File: src/rtl/twecp_defines.svh
// constants of the three-wire eeprom command port
`ifndef TWECP_DEFINES_SVH
`define TWECP_DEFINES_SVH

// ==================================================
// timing
`define TWECP_CLK_PERIOD_NS 10
`define TWECP_NS_PER_MS 1000000
`define TWECP_T_WC_MS 6
`define TWECP_T_WL_MS 15
`define TWECP_DESELECT_GAP_TIME_NS 250

// ==================================================
// opcode field
`define TWECP_OPC_SPECIAL 2'h0
`define TWECP_OPC_WRITE 2'h1
`define TWECP_OPC_READ 2'h2
`define TWECP_OPC_ERASE 2'h3

// ==================================================
// sub-command in the two top address bits under opcode special
`define TWECP_SUB_LOCK 2'h0
`define TWECP_SUB_WRITE_ENTIRE_ARRAY 2'h1
`define TWECP_SUB_ERASE_ENTIRE_ARRAY 2'h2
`define TWECP_SUB_UNLOCK 2'h3

// ==================================================
// frame shape
`define TWECP_OPC_BITS 2
`define TWECP_AW_X8 7
`define TWECP_AW_X16 6
`define TWECP_DW_X8 8
`define TWECP_DW_X16 16
`define TWECP_CNT_W 5

`endif

File: src/rtl/twecp_pkg.sv
// shared types of the three-wire eeprom command port
package twecp_pkg;

	// ==================================================
	// command sequencer states
	typedef enum logic [2:0] {
		ST_WAIT,
		ST_HEAD,
		ST_DATA,
		ST_READ,
		ST_DONE
	} twecp_state_e;

	// ==================================================
	// self-timed programming operations
	typedef enum logic [2:0] {
		OP_NONE,
		OP_ERASE,
		OP_WRITE,
		OP_ERASE_ENTIRE_ARRAY,
		OP_WRITE_ENTIRE_ARRAY
	} twecp_op_e;

endpackage

File: src/rtl/twecp_core_if.sv
// link between the command sequencer and the array engine
`timescale 1ns/1ps
interface twecp_core_if #(
	parameter int AW = 7,
	parameter int DW = 8
);
	import twecp_pkg::*;

	logic start;
	twecp_op_e op;
	logic [AW-1:0] addr;
	logic [DW-1:0] data;
	logic busy;
	logic [AW-1:0] rd_addr;
	logic [DW-1:0] rd_data;

	modport ctrl (
		output start,
		output op,
		output addr,
		output data,
		output rd_addr,
		input busy,
		input rd_data
	);

	modport core (
		input start,
		input op,
		input addr,
		input data,
		input rd_addr,
		output busy,
		output rd_data
	);
endinterface

File: src/rtl/twecp_top.sv
// serial command port of a small eeprom: framing, decode, read, status
// ==================================================
`timescale 1ns/1ps
`include "twecp_defines.svh"
module twecp_top
	import twecp_pkg::*;
#(
	parameter bit ORG_X16 = 1'b0,
	parameter int PROG_CYCLES = `TWECP_T_WC_MS * `TWECP_NS_PER_MS
		/ `TWECP_CLK_PERIOD_NS,
	parameter int ALL_CYCLES = `TWECP_T_WL_MS * `TWECP_NS_PER_MS
		/ `TWECP_CLK_PERIOD_NS
) (
	input wire logic clk,
	input wire logic rst_n,
	input wire logic cs,
	input wire logic sclk,
	input wire logic serial_in,
	output logic serial_out,
	output logic serial_out_oe
);
	// ==================================================
	// frame geometry per organisation
	localparam int AW = ORG_X16 ? `TWECP_AW_X16 : `TWECP_AW_X8;
	localparam int DW = ORG_X16 ? `TWECP_DW_X16 : `TWECP_DW_X8;
	localparam int HB = `TWECP_OPC_BITS + AW;
	localparam int CW = `TWECP_CNT_W;

	typedef struct packed {
		logic cs_m;
		logic cs_s;
		logic ck_m;
		logic ck_s;
		logic di_m;
		logic di_s;
		logic ck_p;
		logic cs_p;
		twecp_state_e state;
		logic [CW-1:0] cnt;
		logic [HB-1:0] hdr;
		logic [AW-1:0] addr;
		logic [DW-1:0] wdata;
		logic [DW-1:0] rword;
		logic load;
		logic unlock;
		twecp_op_e pend;
		logic start;
		logic arm;
		logic stat;
		logic so;
		logic oe;
	} twecp_ctrl_s;

	twecp_ctrl_s q, d;
	logic ck_rise;
	logic cs_fall;
	logic cs_rise;
	logic busy_any;
	logic [HB-1:0] hdr_n;
	logic [1:0] opc_n;
	logic [1:0] sub_n;

	twecp_core_if #(.AW(AW), .DW(DW)) core_bus ();

	twecp_array #(
		.AW(AW),
		.DW(DW),
		.PROG_CYCLES(PROG_CYCLES),
		.ALL_CYCLES(ALL_CYCLES)
	) u_array (
		.clk(clk),
		.rst_n(rst_n),
		.port(core_bus.core)
	);

	// ==================================================
	// edges of the synchronised pins, header with the incoming bit
	assign ck_rise = q.ck_s & ~q.ck_p;
	assign cs_fall = q.cs_p & ~q.cs_s;
	assign cs_rise = q.cs_s & ~q.cs_p;
	// the start pulse covers the cycle before the engine shows busy
	assign busy_any = core_bus.busy | q.start;
	assign hdr_n = {q.hdr[HB-2:0], q.di_s};
	assign opc_n = hdr_n[HB-1 -: 2];
	assign sub_n = hdr_n[AW-1 -: 2];

	// ==================================================
	// command sequencer
	always_comb begin
		d = q;
		// pins pass two flops before anything looks at them
		d.cs_m = cs;
		d.cs_s = q.cs_m;
		d.ck_m = sclk;
		d.ck_s = q.ck_m;
		d.di_m = serial_in;
		d.di_s = q.di_m;
		d.ck_p = q.ck_s;
		d.cs_p = q.cs_s;
		d.start = 1'b0;
		d.load = 1'b0;
		// fetch of a read word, one clock after the address is known
		if (q.load) begin
			d.rword = core_bus.rd_data;
		end
		// deselect: release the output and launch any armed cycle
		if (cs_fall) begin
			d.oe = 1'b0;
			d.stat = 1'b0;
			if (q.pend != OP_NONE) begin
				d.start = 1'b1;
				d.arm = 1'b1;
			end
		end
		// the engine takes the operation with the start pulse: hold it till then
		if (q.start) begin
			d.pend = OP_NONE;
		end
		// reselect after a launched cycle: show ready or busy
		if (cs_rise && q.arm) begin
			d.stat = 1'b1;
			d.oe = 1'b1;
			// level valid from the first driven cycle, no stale read bit
			d.so = ~busy_any;
		end
		if (q.stat) begin
			d.so = ~busy_any;
		end
		if (!q.cs_s) begin
			d.state = ST_WAIT;
			d.cnt = '0;
		end else if (ck_rise) begin
			unique case (q.state)
				ST_WAIT: begin
					// no new frame while a cycle runs: status stays up
					if (q.di_s && !busy_any) begin
						d.state = ST_HEAD;
						d.cnt = '0;
						d.oe = 1'b0;
						d.stat = 1'b0;
						d.arm = 1'b0;
					end
				end
				ST_HEAD: begin
					d.hdr = hdr_n;
					d.cnt = q.cnt + CW'(1);
					if (q.cnt == CW'(HB - 1)) begin
						d.addr = hdr_n[AW-1:0];
						d.cnt = '0;
						d.state = ST_DONE;
						unique case (opc_n)
							`TWECP_OPC_READ: begin
								// dummy zero goes out with the last address bit
								d.state = ST_READ;
								d.load = 1'b1;
								d.so = 1'b0;
								d.oe = 1'b1;
							end
							`TWECP_OPC_WRITE: begin
								d.state = ST_DATA;
							end
							`TWECP_OPC_ERASE: begin
								if (q.unlock) begin
									d.pend = OP_ERASE;
								end
							end
							`TWECP_OPC_SPECIAL: begin
								unique case (sub_n)
									`TWECP_SUB_ERASE_ENTIRE_ARRAY: begin
										if (q.unlock) begin
											d.pend = OP_ERASE_ENTIRE_ARRAY;
										end
									end
									`TWECP_SUB_LOCK: begin
										d.unlock = 1'b0;
									end
									`TWECP_SUB_UNLOCK: begin
										d.unlock = 1'b1;
									end
									`TWECP_SUB_WRITE_ENTIRE_ARRAY: begin
										d.state = ST_DATA;
									end
								endcase
							end
						endcase
					end
				end
				ST_DATA: begin
					d.wdata = {q.wdata[DW-2:0], q.di_s};
					d.cnt = q.cnt + CW'(1);
					if (q.cnt == CW'(DW - 1)) begin
						d.state = ST_DONE;
						if (q.unlock) begin
							d.pend = (q.hdr[HB-1 -: 2] == `TWECP_OPC_WRITE)
								? OP_WRITE : OP_WRITE_ENTIRE_ARRAY;
						end
					end
				end
				ST_READ: begin
					d.so = q.rword[DW-1];
					d.rword = {q.rword[DW-2:0], 1'b0};
					d.cnt = q.cnt + CW'(1);
					if (q.cnt == CW'(DW - 1)) begin
						// sequential read: next word has no dummy bit
						d.cnt = '0;
						d.addr = q.addr + AW'(1);
						d.load = 1'b1;
					end
				end
				ST_DONE: begin
					// frame complete: edges ignored until select drops
					d.state = ST_DONE;
				end
			endcase
		end
	end

	// ==================================================
	// state register; reset acts as power-up, so programming is locked
	always_ff @(posedge clk) begin
		if (!rst_n) begin
			q <= '0;
		end else begin
			q <= d;
		end
	end

	// ==================================================
	// outputs and engine link, all from flops
	assign serial_out = q.so;
	assign serial_out_oe = q.oe;
	assign core_bus.start = q.start;
	assign core_bus.op = q.pend;
	assign core_bus.addr = q.addr;
	assign core_bus.data = q.wdata;
	assign core_bus.rd_addr = q.addr;
endmodule

File: src/rtl/twecp_array.sv
// storage array and self-timed erase and program engine
`timescale 1ns/1ps
`include "twecp_defines.svh"
module twecp_array
	import twecp_pkg::*;
#(
	parameter int AW = 7,
	parameter int DW = 8,
	parameter int PROG_CYCLES = 600000,
	parameter int ALL_CYCLES = 1500000
) (
	input wire logic clk,
	input wire logic rst_n,
	twecp_core_if.core port
);
	localparam int DEPTH = 1 << AW;
	localparam int TW = $clog2(ALL_CYCLES + 1);

	typedef struct packed {
		logic busy;
		logic [TW-1:0] timer;
		twecp_op_e op;
		logic [AW-1:0] addr;
		logic [DW-1:0] data;
		logic pass2;
		logic [AW-1:0] idx;
	} twecp_eng_s;

	twecp_eng_s q, d;
	logic [DW-1:0] mem [DEPTH];
	logic we;
	logic [AW-1:0] waddr;
	logic [DW-1:0] wval;

	// ==================================================
	// engine: wait out the cycle time, then commit the cells
	always_comb begin
		d = q;
		we = 1'b0;
		waddr = q.addr;
		wval = '1;
		if (!q.busy) begin
			// runs without any serial clock once started
			if (port.start) begin
				d.busy = 1'b1;
				d.op = port.op;
				d.addr = port.addr;
				d.data = port.data;
				d.timer = (port.op == OP_WRITE_ENTIRE_ARRAY) ? TW'(ALL_CYCLES - 1)
					: TW'(PROG_CYCLES - 1);
				d.pass2 = 1'b0;
				d.idx = '0;
			end
		end else if (q.timer != '0) begin
			d.timer = q.timer - TW'(1);
		end else begin
			unique case (q.op)
				OP_ERASE: begin
					we = 1'b1;
					d.busy = 1'b0;
				end
				OP_WRITE: begin
					// erase folded in: final cell value is the data
					we = 1'b1;
					wval = q.data;
					d.busy = 1'b0;
				end
				OP_ERASE_ENTIRE_ARRAY, OP_WRITE_ENTIRE_ARRAY: begin
					// one word per cycle; whole-array write adds a pass
					we = 1'b1;
					waddr = q.idx;
					wval = (q.op == OP_WRITE_ENTIRE_ARRAY && q.pass2) ? q.data : '1;
					d.idx = q.idx + AW'(1);
					if (q.idx == AW'(DEPTH - 1)) begin
						if (q.op == OP_WRITE_ENTIRE_ARRAY && !q.pass2) begin
							d.pass2 = 1'b1;
						end else begin
							d.busy = 1'b0;
						end
					end
				end
				default: begin
					d.busy = 1'b0;
				end
			endcase
		end
	end

	always_ff @(posedge clk) begin
		if (!rst_n) begin
			q <= '0;
		end else begin
			q <= d;
		end
	end

	// cells are not reset: contents survive a control reset
	always_ff @(posedge clk) begin
		if (we) begin
			mem[waddr] <= wval;
		end
	end

	assign port.busy = q.busy;
	assign port.rd_data = mem[port.rd_addr];
endmodule

File: config.mk
export PLATFORM = sky130hd
export DESIGN_NAME = twecp_top
export DESIGN_NICKNAME = d
export VERILOG_FILES = /design/src/rtl/twecp_pkg.sv /design/src/rtl/twecp_core_if.sv /design/src/rtl/twecp_top.sv /design/src/rtl/twecp_array.sv
export VERILOG_INCLUDE_DIRS = /design/src /design/src/rtl
export SDC_FILE = /design/constraint.sdc
export NUM_CORES = 1
export LEC_CHECK = 0
export BUFFER_PORTS_ARGS = -buffer_cell sky130_fd_sc_hd__buf_4
export CAP_MARGIN = 30
export CORE_ASPECT_RATIO = 1.5
export CORE_MARGIN = 3
export CORE_UTILIZATION = 40
export DETAILED_ROUTE_END_ITERATION = 8
export HOLD_SLACK_MARGIN = 0.02
export PLACE_DENSITY = 0.56
export SYNTH_ARGS = -nofsm -noshare
export SYNTH_HDL_FRONTEND = slang
export SYNTH_SLANG_ARGS = --single-unit
export TNS_END_PERCENT = 10
File: constraint.sdc
create_clock -name clk -period 3.4 [get_ports clk]
set_input_delay 0.68 -clock clk [delete_from_list [all_inputs] [get_ports clk]]
set_output_delay 0.68 -clock clk [all_outputs]
set_load 0.02 [all_outputs]
==> results by group <==
Synthesis
  • EDFF count, synth: between 1k and 1.5k
  • Synth warnings: 0
  • Yosys cell types: 90
  • Number of register bits inferred by synthesis: roughly 1.1k
  • Share of flip-flops with an asynchronous set or reset: 0%
  • Synthesized cell area: between 40000 and 50000 um^2
  • Top cells by count, synth: 1024 x sky130_fd_sc_hd__edfxtp_1, 282 x sky130_fd_sc_hd__mux2i_1, 217 x sky130_fd_sc_hd__nor2_1
  • Syn Area/Cell: approximately 17 um^2
  • Ranking of synthesized cells by area: sky130_fd_sc_hd__edfxtp_1 66%, sky130_fd_sc_hd__mux4_2 6.6%, sky130_fd_sc_hd__mux2i_1 6.1%
  • Post-synth top flop: sky130_fd_sc_hd__edfxtp_1
  • Cell taking the most area after synthesis: sky130_fd_sc_hd__edfxtp_1
  • Net count after synthesis: 2820
  • Most repeated cell in the gate-level netlist after synthesis: sky130_fd_sc_hd__edfxtp_1
  • Area share of the largest cell type after synthesis: between 60% and 70%
  • Post-synthesis sequential area ratio: 70.9%
  • Synthesized netlist cell count: between 2k and 3k

GRT
  • First-pass GRT wire length: 177000 um
  • Remaining global-route overflow: 0
  • Vias in the first global route: approximately 26k
  • Overall routing resource usage: between 10% and 20%
  • Initial antenna violation count: 1
  • Largest net degree at the start of global routing: about 130

Placement
  • Final RePlAce weighted congestion: 0.855
  • Minimum setup slack after placement: between 0.15 and 0.2 ns
  • IO Port Bufs: 6
  • Post-placement cell area: about 49000 um^2
  • Estimated wirelength of the detail-placed design: 77800 um

Drt
  • Initial DRC Count: 2089
  • Average wire per cell in the routed design: between 20 and 30 um
  • Number of vias per cell after detailed routing: 5.62
  • Total number of vias: ~26k
  • Iteration count of the initial detailed-routing pass: 6
  • Detail Route Antenna Nets: 0
  • Total routed wirelength: between 100000 and 150000 um
  • Number of remaining DRC errors: 0

Clock network
  • Bufs on Longest Clock Path: 3
  • CTS tree: done
  • Clock network latency to the later pin of the worst-skew pair: a little over 0.7 ns
  • Cell at the root of the clock tree: sky130_fd_sc_hd__clkbuf_16
  • Sinks on the clock net: 1137
  • Number of buffers inserted during clock tree synthesis: 103
  • Clock transition at the register clock pins on the worst setup and hold paths after CTS: ~0.06 ns
  • H-tree Lvls: 3
  • Number of buffers inserted for hold repair after clock tree synthesis: 0

Power
  • Internal power of the cells: around 22 mW
  • Sw frac: between 10% and 20%
  • Comb pwr share: less than 1%
  • Highest ir drop seen on vdd: a little under 0.4 mV
  • PD cells: ~520 nW/um^2
  • Lkg Pwr: between 15 and 20 nW
  • Part of the total power dissipated in the clock network: between 40% and 50%
  • Part of the total power dissipated in sequential elements: 54.8%
  • Switching pwr: roughly 5.3 mW

STA
  • Number of max-slew violations in the final report: 0
  • Slew margin rel.: approximately a third
  • Final-layout worst hold slack: 0.189 ns
  • Actual transition at the worst max-transition pin: ~1.0 ns
  • Total setup violations reported at the end of the flow: 0
  • Final worst slack: ~0.14 ns
  • Time the final worst path needs with I/O delays and setup: 3.26 ns
  • Unrepaired setup endpoints after global routing: true
  • Max Clock Skew: 0.0405 ns
  • Period utilization: between 90 and 100%
  • Upper clock frequency limit: between 300 and 400 MHz
  • Final Hold Vio Count: 0

Critical path
  • Type of origin of the critical path: register
  • Crit path max-delay cell type: sky130_fd_sc_hd__nor2_1
  • Endpoint required time on the critical path: ~3.7 ns
  • Largest stage delay on the critical path: 0.69 ns
  • Crit path max fanout: 9
  • Internal reg-to-reg setup slack: approximately 0.14 ns
  • Crit Path Class: reg2reg
  • Crit path max-delay family: simple AND/OR/NAND/NOR gates
  • Worst-path cell chain: inv_1 > ha_1 > nor4b_1 > and4_1 > and3_2 > buf_4 > a31oi_4 > nor2_1
  • Buffering stage count on the worst path with inverters included: 2
  • Arr. time, crit path: 3.56 ns
  • Endpoint kind of the worst setup timing path: register

Worst hold path
  • Path class of the lowest-slack min-delay path: in2reg

Final layout
  • Final cell area excluding filler cells: 52600 um^2
  • Ant. Diodes: 0
  • Final-stage net count: just under 3k
  • Combined area of the multi-input logic cells: 12400 um^2
  • Sequential cell area in the final layout: 33000 um^2
  • Area growth from synthesis to layout: 13.0%
  • Fraction of final layout cells with drive strength greater than 1: 17.7%
  • Filler cell count: 9892

Floorplanning
  • Die outline area: about 120000 um^2
  • Die width: 285 um
  • Floorplan Core Area: 115000 um^2
  • Boundary Pins: 7
  • Total number of placement rows: roughly 150
  • Initial Utilization: 40.5%
  • Height of the die: approximately 420 um

Flow run
  • MaxCap Viol Count: 0

Status
  • Run status: complete, no violations
==> stage by stage <==
stage               power, mW  setup TNS (ns)  std cells  utilization (%)
floorplan                15.3               0       2801                -
global placement         15.3               0       4341             42.6
detailed placement       15.3               0       4342             42.6
CTS                      27.6               0       4535             45.7
global route             28.2          -0.980       4535             45.7
finish                   27.4               0       4535             45.7
==> timing repair <==
| item | in CTS | in global routing |
|---|---|---|
| gates resized for setup | 0 | 1 |
| buffers inserted | 0 | 0 |
| endpoints found under the setup margin | 0 | 87 |
==> power by group through the flow <==
stage | sequential [mW] | clock, mW | combinational, mW
5_1_grt | 15.0 | 13.1 | 0.0468
3_5_place_dp | 15.3 | 0 | 0.0433
3_3_place_gp | 15.3 | 0 | 0.0426
6_report | 15.0 | 12.3 | 0.0431
2_1_floorplan | 15.3 | 0 | 0.0288
4_1_cts | 15.0 | 12.6 | 0.0434
==> worst paths after layout <==
check | cells past startpoint | end | start
hold / removal | 2 | d[52] | serial_in
hold reg to reg | 1 | hdr_n[0] | d[52]
setup / recovery | 8 | u_array.mem[32][6] | u_array.q[26]
setup reg to reg | 8 | u_array.mem[32][6] | u_array.q[26]
==> per-layer routing <==
metal | part of all wire, % | vias to the layer above | global-route usage [%]
li1 | - | 11300 | -
met5 | 0 | - | 0
met1 | 38 | 13200 | 23.2
met2 | 54 | 740 | 36.3
met4 | 3.9 | 0 | 7.57
met3 | 4.3 | 225 | 2.58
==> cells by family (layout without fill, tap and decap cells) <==
family                   after synthesis  count (layout)  synth area share (%)
adder cells (fa/ha/maj)               14              14                 0.376
buffers and inverters                187             381                  2.61
AO/OA/AOI/OAI                        432             432                  6.57
XOR/XNOR                               8               8                 0.150
multiplexers                         428             428                  13.0
flip-flops                          1137            1137                  70.9
AND/OR/NAND/NOR                      595             595                  6.40
==> sequential cells by signal (all words and copies together) (netlist names), 3 cells and up, named ones only <==
name           cells
u_array.mem     1024
u_array.q         47
q                 23
hdr_n              9
core_bus.data      8
core_bus.addr      7
d                  5
core_bus.op        3
==> cells in the final DEF (no fill, tap or decap), drive strengths merged, types with 9 or more instances in the layout <==
cell      instances
a21boi           37
a21oi            86
a221oi           10
a22o             10
a22oi            95
a31oi            26
and2             21
buf             165
bufinv           19
clkbuf          119
clkinv           36
clkinvlp         12
dfxtp           113
edfxtp         1024
ha               14
inv              30
mux2i           282
mux4            140
nand2           114
nand2b           18
nand3            59
nand3b           11
nor2            219
nor2b            30
nor3             28
nor3b            10
nor4             22
o21ai            66
o22ai            37
o41ai             9
or2              13
==> area by class of cell <==
type,count,area share (%)
Multi-Input combinational cell,1477,23.6
Clock buffer,119,5.07
Sequential cell,1137,62.8
Timing Repair Buffer,165,2.99
Tap cell,1540,3.66
Inverter,23,0.164
Clock inverter,74,1.78
Power figures use the tool's default switching activity.
